[src/hdl/ldac_pkg.sv]
// Package for the ladder converter control: register map, fields, resets, enums.
// Assumes an 8-bit register port with one-cycle read latency.
package ldac_pkg;
	localparam logic [0:0] LDAC_ADDR_REG0 = 1'h0;
	localparam logic [0:0] LDAC_ADDR_REG1 = 1'h1;
	localparam int LDAC_BIT_ENABLE = 7;
	localparam int LDAC_BIT_PIN_OE = 5;
	localparam int LDAC_PSS_LSB = 2;
	localparam int LDAC_PSS_MSB = 3;
	localparam int LDAC_CODE_MSB = 4;
	localparam logic [7:0] LDAC_RESET_REG0 = 8'h00;
	localparam logic [4:0] LDAC_RESET_CODE = 5'h00;
	localparam logic [7:0] LDAC_REG0_MASK = 8'hAC;

	typedef enum logic [1:0] {
		LDAC_SRC_SUPPLY = 2'b00,
		LDAC_SRC_EXT_PIN = 2'b01,
		LDAC_SRC_FIXED_BUF = 2'b10,
		LDAC_SRC_RESERVED = 2'b11
	} ldac_source_type;

	typedef struct packed {
		logic [0:0] addr;
		logic [7:0] wdata;
		logic wr;
		logic rd;
	} ldac_bus_req_type;

	typedef struct packed {
		logic active;
		logic [4:0] level;
		logic top_supply;
		logic top_ext_pin;
		logic top_fixed_buf;
	} ldac_analog_type;

	typedef struct packed {
		logic analog_connect;
		logic driver_disable;
		logic pullup_disable;
		logic input_disable;
	} ldac_pin_ctl_type;
endpackage

[src/hdl/ldac_top.sv]
// Control logic of the 5-bit ladder reference converter.
// Assumes a register master on clk and a pin pad whose level passes a synchroniser here.
// Overview of operation
// - Converter stays off until enable bit is set; clearing it turns off.
// - Five-bit level code selects one of 32 ladder taps, zero lowest.
// - Ladder top switches among external pin, supply and fixed buffer; bottom grounded.
// - Output level goes to comparator input, ADC channel and reference pin.
// - Pin output enable connects voltage and disables driver, pull-up, input buffer.
// - Digital read of the reference pin returns zero while it carries voltage.
// - Wake from sleep leaves the first control register unchanged.
// - Reset clears enable, pin output enable and level code.
// - Source select 00 supply, 01 external pin, 10 fixed buffer, 11 reserved.
// - Reg0 bits 7,5,3:2; reg1 bits 4:0; unimplemented bits read zero.
//
// The placing of the registers and strobed register access are this design's own decisions.
`timescale 1ns/1ps
module ldac_top
	import ldac_pkg::*;
(
	// Clock and reset
	input wire clk,
	input wire arst_n,
	// Register port
	input wire ldac_pkg::ldac_bus_req_type bus_req,
	output logic [7:0] rdata,
	// Power events
	input wire sleep_wake,
	// Reference pin
	input wire pin_level,
	output logic pin_digital_in,
	output logic pin_out_n_oe,
	output ldac_pkg::ldac_pin_ctl_type pin_ctl,
	// Analog controls
	output ldac_pkg::ldac_analog_type analog,
	output logic [4:0] comparator_ref_level,
	output logic [4:0] adc_channel_level
);
	logic enable_q;
	logic pin_oe_q;
	ldac_source_type pss_q;
	logic [4:0] code_q;
	logic [7:0] rdata_q;
	logic pin_sync1_q;
	logic pin_sync2_q;
	logic pin_in_q;
	logic pin_oe_n_q;
	ldac_pin_ctl_type pin_ctl_q;
	ldac_analog_type analog_q;
	logic [4:0] cmp_q;
	logic [4:0] adc_q;
	logic sw_supply;
	logic sw_ext;
	logic sw_fixed;
	logic wr0;
	logic wr1;

	assign wr0 = bus_req.wr && (bus_req.addr == LDAC_ADDR_REG0);
	assign wr1 = bus_req.wr && (bus_req.addr == LDAC_ADDR_REG1);

	// Wake has no path into these flops, so the settings survive sleep
	always_ff @(posedge clk or negedge arst_n) begin
		if (!arst_n) begin
			enable_q <= LDAC_RESET_REG0[LDAC_BIT_ENABLE];
			pin_oe_q <= LDAC_RESET_REG0[LDAC_BIT_PIN_OE];
			pss_q <= ldac_source_type'(LDAC_RESET_REG0[LDAC_PSS_MSB:LDAC_PSS_LSB]);
		end else if (wr0) begin
			enable_q <= bus_req.wdata[LDAC_BIT_ENABLE];
			pin_oe_q <= bus_req.wdata[LDAC_BIT_PIN_OE];
			pss_q <= ldac_source_type'(bus_req.wdata[LDAC_PSS_MSB:LDAC_PSS_LSB]);
		end
	end

	always_ff @(posedge clk or negedge arst_n) begin
		if (!arst_n) begin
			code_q <= LDAC_RESET_CODE;
		end else if (wr1) begin
			code_q <= bus_req.wdata[LDAC_CODE_MSB:0];
		end
	end

	a_write_applies: assert property (@(posedge clk) disable iff (!arst_n)
		wr0 |=> enable_q == $past(bus_req.wdata[LDAC_BIT_ENABLE]))
		else $error("reg0 write not applied");
	a_code_applies: assert property (@(posedge clk) disable iff (!arst_n)
		wr1 |=> code_q == $past(bus_req.wdata[LDAC_CODE_MSB:0]))
		else $error("reg1 write not applied");
	a_sleep_keeps: assert property (@(posedge clk) disable iff (!arst_n)
		sleep_wake && !wr0 |=> $stable(enable_q) && $stable(pin_oe_q) && $stable(pss_q))
		else $error("wake changed reg0");
	a_reset_clears: assert property (@(posedge clk)
		!arst_n |=> !enable_q && !pin_oe_q && code_q == LDAC_RESET_CODE)
		else $error("reset left converter set");

	// Read data valid the cycle after the strobe only
	always_ff @(posedge clk or negedge arst_n) begin
		if (!arst_n) begin
			rdata_q <= 8'h00;
		end else if (bus_req.rd) begin
			if (bus_req.addr == LDAC_ADDR_REG0) begin
				rdata_q <= {enable_q, 1'b0, pin_oe_q, 1'b0, pss_q, 2'b00};
			end else begin
				rdata_q <= {3'b000, code_q};
			end
		end else begin
			rdata_q <= 8'h00;
		end
	end
	assign rdata = rdata_q;
	a_read_layout: assert property (@(posedge clk) disable iff (!arst_n)
		bus_req.rd && bus_req.addr == LDAC_ADDR_REG1 |=> rdata[7:5] == 3'b000
		&& rdata[4:0] == $past(code_q))
		else $error("reg1 read wrong");
	a_reg0_layout: assert property (@(posedge clk) disable iff (!arst_n)
		bus_req.rd && bus_req.addr == LDAC_ADDR_REG0 |=> rdata[6] == 1'b0
		&& rdata[4] == 1'b0 && rdata[1:0] == 2'b00
		&& rdata[7] == $past(enable_q) && rdata[5] == $past(pin_oe_q))
		else $error("reg0 read wrong");
	a_read_idle: assert property (@(posedge clk) disable iff (!arst_n)
		!bus_req.rd |=> rdata == 8'h00)
		else $error("read data outside read cycle");

	ldac_src_decode u_src_decode (
		.sel(pss_q),
		.top_supply(sw_supply),
		.top_ext_pin(sw_ext),
		.top_fixed_buf(sw_fixed)
	);

	// Analog switches and consumers follow settings one flop later
	always_ff @(posedge clk or negedge arst_n) begin
		if (!arst_n) begin
			analog_q <= '0;
			cmp_q <= 5'h00;
			adc_q <= 5'h00;
		end else begin
			analog_q.active <= enable_q;
			analog_q.level <= code_q;
			analog_q.top_supply <= sw_supply;
			analog_q.top_ext_pin <= sw_ext;
			analog_q.top_fixed_buf <= sw_fixed;
			cmp_q <= enable_q ? code_q : 5'h00;
			adc_q <= enable_q ? code_q : 5'h00;
		end
	end
	assign analog = analog_q;
	assign comparator_ref_level = cmp_q;
	assign adc_channel_level = adc_q;
	a_code_to_taps: assert property (@(posedge clk) disable iff (!arst_n)
		wr1 |-> ##2 analog.level == $past(bus_req.wdata[4:0], 2))
		else $error("level code not on ladder");
	a_active_follows: assert property (@(posedge clk) disable iff (!arst_n)
		!enable_q ##1 !enable_q |-> !analog.active)
		else $error("converter active while off");
	a_source_onehot: assert property (@(posedge clk) disable iff (!arst_n)
		$past(pss_q) == LDAC_SRC_EXT_PIN |-> analog.top_ext_pin && !analog.top_supply
		&& !analog.top_fixed_buf)
		else $error("source decode wrong");
	a_top_select: assert property (@(posedge clk) disable iff (!arst_n)
		$past(arst_n) |-> analog.top_supply == ($past(pss_q) == LDAC_SRC_SUPPLY)
		&& analog.top_fixed_buf == ($past(pss_q) == LDAC_SRC_FIXED_BUF))
		else $error("ladder top source wrong");
	a_reserved_open: assert property (@(posedge clk) disable iff (!arst_n)
		$past(pss_q) == LDAC_SRC_RESERVED |-> !analog.top_supply && !analog.top_ext_pin
		&& !analog.top_fixed_buf)
		else $error("reserved source closed a switch");
	a_consumers_level: assert property (@(posedge clk) disable iff (!arst_n)
		$past(enable_q) |-> comparator_ref_level == $past(code_q)
		&& adc_channel_level == $past(code_q))
		else $error("consumer level wrong");
	a_consumers_off: assert property (@(posedge clk) disable iff (!arst_n)
		!$past(enable_q) |-> comparator_ref_level == 5'h00 && adc_channel_level == 5'h00)
		else $error("consumer level while off");

	// Pin level is asynchronous; first flop feeds only the second
	always_ff @(posedge clk or negedge arst_n) begin
		if (!arst_n) begin
			pin_sync1_q <= 1'b0;
			pin_sync2_q <= 1'b0;
		end else begin
			pin_sync1_q <= pin_level;
			pin_sync2_q <= pin_sync1_q;
		end
	end

	always_ff @(posedge clk or negedge arst_n) begin
		if (!arst_n) begin
			pin_in_q <= 1'b0;
			pin_ctl_q <= '0;
		end else begin
			pin_in_q <= pin_oe_q ? 1'b0 : pin_sync2_q;
			pin_ctl_q.analog_connect <= pin_oe_q;
			pin_ctl_q.driver_disable <= pin_oe_q;
			pin_ctl_q.pullup_disable <= pin_oe_q;
			pin_ctl_q.input_disable <= pin_oe_q;
		end
	end
	assign pin_digital_in = pin_in_q;
	assign pin_ctl = pin_ctl_q;

	// Enable is active low: low means this block owns the pin
	// Own flop, so the pad enable is high through reset and never glitches
	always_ff @(posedge clk or negedge arst_n) begin
		if (!arst_n) begin
			pin_oe_n_q <= ~LDAC_RESET_REG0[LDAC_BIT_PIN_OE];
		end else begin
			pin_oe_n_q <= ~pin_oe_q;
		end
	end
	assign pin_out_n_oe = pin_oe_n_q;

	a_pin_reads_zero: assert property (@(posedge clk) disable iff (!arst_n)
		$past(pin_oe_q) |-> pin_digital_in == 1'b0)
		else $error("pin read not zero");
	a_pin_takeover: assert property (@(posedge clk) disable iff (!arst_n)
		pin_ctl.analog_connect |-> pin_ctl.driver_disable && pin_ctl.pullup_disable
		&& pin_ctl.input_disable && !pin_out_n_oe)
		else $error("pin not taken over");
	a_pin_release: assert property (@(posedge clk) disable iff (!arst_n)
		!pin_ctl.analog_connect |-> pin_out_n_oe && !pin_ctl.driver_disable
		&& !pin_ctl.pullup_disable && !pin_ctl.input_disable)
		else $error("pin held while released");
	a_pin_follows: assert property (@(posedge clk) disable iff (!arst_n)
		$past(arst_n) |-> pin_ctl.analog_connect == $past(pin_oe_q))
		else $error("pin takeover late");
	a_reset_pin_free: assert property (@(posedge clk)
		!arst_n |=> !pin_ctl.analog_connect && pin_out_n_oe && !analog.active)
		else $error("reset left pin taken");
endmodule

[src/hdl/ldac_src_decode.sv]
// Decodes the positive source select into one-hot ladder top switches.
// Assumes a registered select from the same clock domain.
`timescale 1ns/1ps
module ldac_src_decode
	import ldac_pkg::*;
(
	// Select in
	input wire ldac_pkg::ldac_source_type sel,
	// Switches out
	output logic top_supply,
	output logic top_ext_pin,
	output logic top_fixed_buf
);
	always_comb begin
		top_supply = 1'b0;
		top_ext_pin = 1'b0;
		top_fixed_buf = 1'b0;
		// Reserved code closes no switch, so the ladder top floats safely
		unique case (sel)
			LDAC_SRC_SUPPLY: top_supply = 1'b1;
			LDAC_SRC_EXT_PIN: top_ext_pin = 1'b1;
			LDAC_SRC_FIXED_BUF: top_fixed_buf = 1'b1;
			LDAC_SRC_RESERVED: ;
		endcase
	end
endmodule

[config.mk]
export PLATFORM = sky130hd
export DESIGN_NAME = ldac_top
export DESIGN_NICKNAME = d
export VERILOG_FILES = /design/src/hdl/ldac_pkg.sv /design/src/hdl/ldac_top.sv /design/src/hdl/ldac_src_decode.sv
export SDC_FILE = /design/constraint.sdc
export NUM_CORES = 1
export LEC_CHECK = 0
export BUFFER_PORTS_ARGS = -buffer_cell sky130_fd_sc_hd__buf_2
export CAP_MARGIN = 30
export CORE_MARGIN = 1
export CORE_UTILIZATION = 34
export CTS_CLUSTER_SIZE = 14
export DETAILED_ROUTE_END_ITERATION = 7
export HOLD_SLACK_MARGIN = 0.1
export PLACE_DENSITY = 0.59
export SYNTH_ARGS = -nofsm -noshare
export SYNTH_HDL_FRONTEND = slang
export SYNTH_SLANG_ARGS = --single-unit
[constraint.sdc]
create_clock -name clk -period 0.8 [get_ports clk]
set_input_delay 0 -clock clk [delete_from_list [all_inputs] [get_ports clk]]
set_output_delay 0 -clock clk [all_outputs]
set_load 0.01 [all_outputs]
### Word level (Yosys, flattened, before mapping)

Index checks and enable logic that the tools add are counted.
Widths: inputs -> output; s select.

* multiplexer cells: 7
* equality and inequality tests: 2
* reduce and logical (&&, ||, !) cells: 3
* bitwise gates (word level): 2

Operators by type and width (number)
* $mux 8: 2
* $mux 5: 1
* $mux 1: 4
* $eq 2x1->1 const B: 1
* $eq 2x2->1 const B: 1
* $logic_and 1x1->1: 2
* $logic_not 2->1: 1
* $not 1->1: 2

* register bits: 36
* input bits: 15
* output and inout port bits: 33
* logic and storage cells: 30

### Longest topological paths before layout

* depth in word-level cells: 2
* depth in mapped cells: 3
* gate-level depth less buffers: 2

### By module

A second synthesis with hierarchy kept.

* cells, all modules: 76
* area total of the unflattened synthesis: 1247.4 µm²

Modules (own cells, without submodules)
* ldac_top: sequential area each 877.1 µm², times used 1, area each 1228.7 µm², cells an instance 73
* ldac_src_decode: sequential area each 0.0 µm², times used 1, area each 18.8 µm², cells an instance 3

### Worst setup path after synthesis

No wires, ideal clock.

* path type: register to register
* start point: register enable_q (netlist name)
* end point: register enable_q
* buffers on the path: 0
* slack: 0.017 ns
* arrival time: 0.657 ns
* setup time: 0.125 ns
* cell stages (with the launch flop): 2
* path through: dfrtp_1 -> mux2_4

RTL lines
* to (signal assigned): RTL line ldac_top.sv:63 `enable_q <= LDAC_RESET_REG0[LDAC_BIT_ENABLE];`
* to (signal assigned): RTL line ldac_top.sv:67 `enable_q <= bus_req.wdata[LDAC_BIT_ENABLE];`
* to (decl): RTL line ldac_top.sv:38 `logic enable_q;`

### Worst setup path in the final report

* start point: register pin_oe_n_q (netlist: pin_out_n_oe)
* end point: output port pin_out_n_oe

RTL lines
* from (decl): RTL line ldac_top.sv:46 `logic pin_oe_n_q;`
* from (signal assigned): RTL line ldac_top.sv:204 `pin_oe_n_q <= ~LDAC_RESET_REG0[LDAC_BIT_PIN_OE];`
* from (signal assigned): RTL line ldac_top.sv:206 `pin_oe_n_q <= ~pin_oe_q;`
* to (decl): RTL line ldac_top.sv:31 `output logic pin_out_n_oe,`

No word-level cell between the ends.

==> results.sh <==
export IMPL_status="complete, but fails checks"
export IMPL_violations="setup timing"
export IMPL_crit_path_max_fanout=1
export IMPL_maxCapViolations=0
export IMPL_p_per_area_mw_per_mm2=2210
export IMPL_routabilityCongestion=0.648
export IMPL_path_class="reg -> out"
export IMPL_gr_total_overflow=0
export IMPL_yosysSeqAreaShare_pct=70.5
export IMPL_layout_common_cells="buf_2 (41), dfrtp_1 (33), dlygate4sd3_1 (11), mux2_4 (9), buf_4 (6)"
export IMPL_p_leak_nw=0.910
export IMPL_clock_skew_ps=5.10
export IMPL_clk_path_buf_depth=2
export IMPL_ys_warn_count=0
export IMPL_period_share_pct=121
export IMPL_clk_latency_ps=340
export IMPL_dr_first_iter_drc_count=14
export IMPL_drt_total_wl_mm=2.12
export IMPL_cp_start_kind="register"
export IMPL_netSwitchingPower_mw=1.01
export IMPL_cts_root_buf="clkbuf_4"
export IMPL_antennaDiodeCount=0
export IMPL_grt_pass1_wl_mm=3.42
export IMPL_cts_sinks=35
export IMPL_peakVddDrop_mv=0.976
export IMPL_drt_wirelength_per_cell_um=11.6
export IMPL_htreeDepth=2
export IMPL_fillCellCount=306
export IMPL_syn_cell_area_mm2=0.00124
export IMPL_stdcell_count=182
export IMPL_clock_fmax_ghz=1.03
export IMPL_first_pass_iters=3
export IMPL_drive_above_1_share_pct=53.7
export IMPL_place_inst=159
export IMPL_setup_viol=35
export IMPL_grt_max_degree=21
export IMPL_port_buffers=44
export IMPL_area_delta_synth_final_pct=36.3
export IMPL_numCtsBuffers=5
export IMPL_core_mm2=0.00342
export IMPL_ctsHoldBuffers=11
export IMPL_ios=48
export IMPL_grt_pass1_vias=727
export IMPL_start_util_pct=36.4
export IMPL_cp_slowest_cell="dfstp_2"
export IMPL_die_height_um=62.5
export IMPL_layout_min_cycle_time_ps=970
export IMPL_dieArea_mm2=0.00391
export IMPL_cp_end_kind="output port"
export IMPL_p_comb_share_pct=19.8
export IMPL_drtAntennaViolNets=0
export IMPL_path_cells="buf_6"
export IMPL_ys_seq_elements=35
export IMPL_synth_cell_types=16
export IMPL_clk_pin_slew_ps=100
export IMPL_vias_per_cell=4.14
export IMPL_cts_tree="yes"
export IMPL_setup_ws_ps=-170
export IMPL_dr_total_vias=753
export IMPL_syn_nets=91
export IMPL_syn_inst=76
export IMPL_p_sw_share_pct=27.0
export IMPL_num_nets_final=150
export IMPL_p_int_mw=2.74
export IMPL_hp_class="in -> reg"
export IMPL_mostFrequentLayoutCell="buf_2"
export IMPL_cp_data_arrival_time_ps=970
export IMPL_antenna_found_initial=0
export IMPL_die_x_um=62.5
export IMPL_drc=0
export IMPL_clock_power_share_pct=23.8
export IMPL_rsz0062_at_grt="true"
export IMPL_cp_top_family="flip-flops"
export IMPL_finalHoldViolations=0
export IMPL_max_stage_delay_ps=540
export IMPL_p_seq_share_pct=56.4
export IMPL_p_total_mw=3.76
export IMPL_slew_violations=0
export IMPL_syn_avg_cell_area_um2=16.4
export IMPL_row_count=21
export IMPL_multi_input_area_um2=290
export IMPL_regArea_um2=878
export IMPL_grt_use_total_pct=12.1
export IMPL_worstPathRequired_ps=800
export IMPL_critPathBufInv=1
[area by class of cell]
cell class	instances	area share (%)
tap	46	3.39
timing repair buffer	62	24.4
inverter	1	0.221
clock inverter	3	0.885
clock buffer	5	2.21
multi-input combinational	30	17.1
sequential	35	51.8
[registers in the layout, summed over array words and instances (netlist names), 2 cells and up]
| name | count |
|---|---|
| rdata | 7 |
| analog | 9 |
| adc_channel_level | 5 |
| pss_q | 2 |
| code_q | 5 |
[power groups by stage]
stage | logic [mW] | registers (mW) | clock network [mW]
floorplan | 0.324 | 2.22 | 0
global placement | 0.640 | 2.15 | 0
detailed placement | 0.644 | 2.16 | 0
CTS | 0.718 | 2.12 | 0.932
global route | 0.804 | 2.15 | 1.04
finish | 0.746 | 2.12 | 0.894
[layer usage]
metal	part of all wire [%]	vias up	GRT usage [%]
li1	-	353	-
met1	40	371	13.3
met2	51	24	18.6
met3	5.5	5	5.84
met4	2.8	0	7.85
met5	0	-	0
[cells in the mapped netlist]
| cell type | number | share of area (%) |
|---|---|---|
| inv_1 | 1 | 0.30 |
| buf_4 | 9 | 5.4 |
| and3_1 | 3 | 1.5 |
| dfstp_2 | 1 | 2.1 |
| nor2b_1 | 5 | 2.5 |
| nand2_4 | 1 | 0.90 |
| conb_1 | 1 | 0.30 |
| buf_6 | 1 | 0.90 |
| and3b_1 | 1 | 0.70 |
| dfrtp_1 | 34 | 68 |
| mux2_4 | 9 | 11 |
| nor3b_1 | 1 | 0.60 |
| mux2i_1 | 2 | 1.6 |
| and2_1 | 5 | 2.5 |
| nor2b_4 | 1 | 1.1 |
| nor2_1 | 1 | 0.30 |
[per-stage QoR]
step / TNS, ps / setup WS (ps) / cell area (µm²) / hold slack (ps) / util, %
floorplan: 0 / 17.5 / 1240 / -296 / -
global placement: -7.21 / -7.21 / 1480 / -74.2 / 43.3
detailed placement: -73.9 / -43.5 / 1480 / -59.8 / 43.3
CTS: -2540 / -188 / 1660 / -12.9 / 48.7
global route: -3720 / -216 / 1700 / -17.3 / 49.7
finish: -1900 / -170 / 1700 / 0.510 / 49.7
[worst paths after layout]
| path | from | endpoint | slack [ps] | cells past startpoint |
|---|---|---|---|---|
| worst max-delay path | pin_out_n_oe$_DFF_PN1_ | pin_out_n_oe | -170 | 1 |
| min in group asynchronous | arst_n | pin_digital_in$_DFF_PN0_ | 100 | 2 |
| max in group asynchronous | arst_n | enable_q$_DFFE_PN0P_ | 270 | 3 |
| worst min register to register | pin_sync1_q$_DFF_PN0_ | pin_sync2_q$_DFF_PN0_ | 360 | 0 |
| worst min-delay path | bus_req[10] | rdata[4]$_DFF_PN0_ | 0.5 | 2 |
| worst max register to register | enable_q$_DFFE_PN0P_ | enable_q$_DFFE_PN0P_ | -40 | 1 |
[cell families (layout without fill, tap and decap cells)]
group / count (synthesis) / after routing / synth area share [%]
and+or+nand+nor: 18 / 18 / 10.2
buffers and inverters: 11 / 71 / 6.63
muxes: 11 / 11 / 12.5
DFF: 35 / 35 / 70.5
other: 1 / 1 / 0.301
[what timing repair did]
item                                   in CTS  in global routing
setup buffers                               2                  2
setup endpoints to repair                  35                 40
endpoints found under the hold margin      52                 10
gates resized for setup                     2                  3
(Power assumes the default switching activity.)
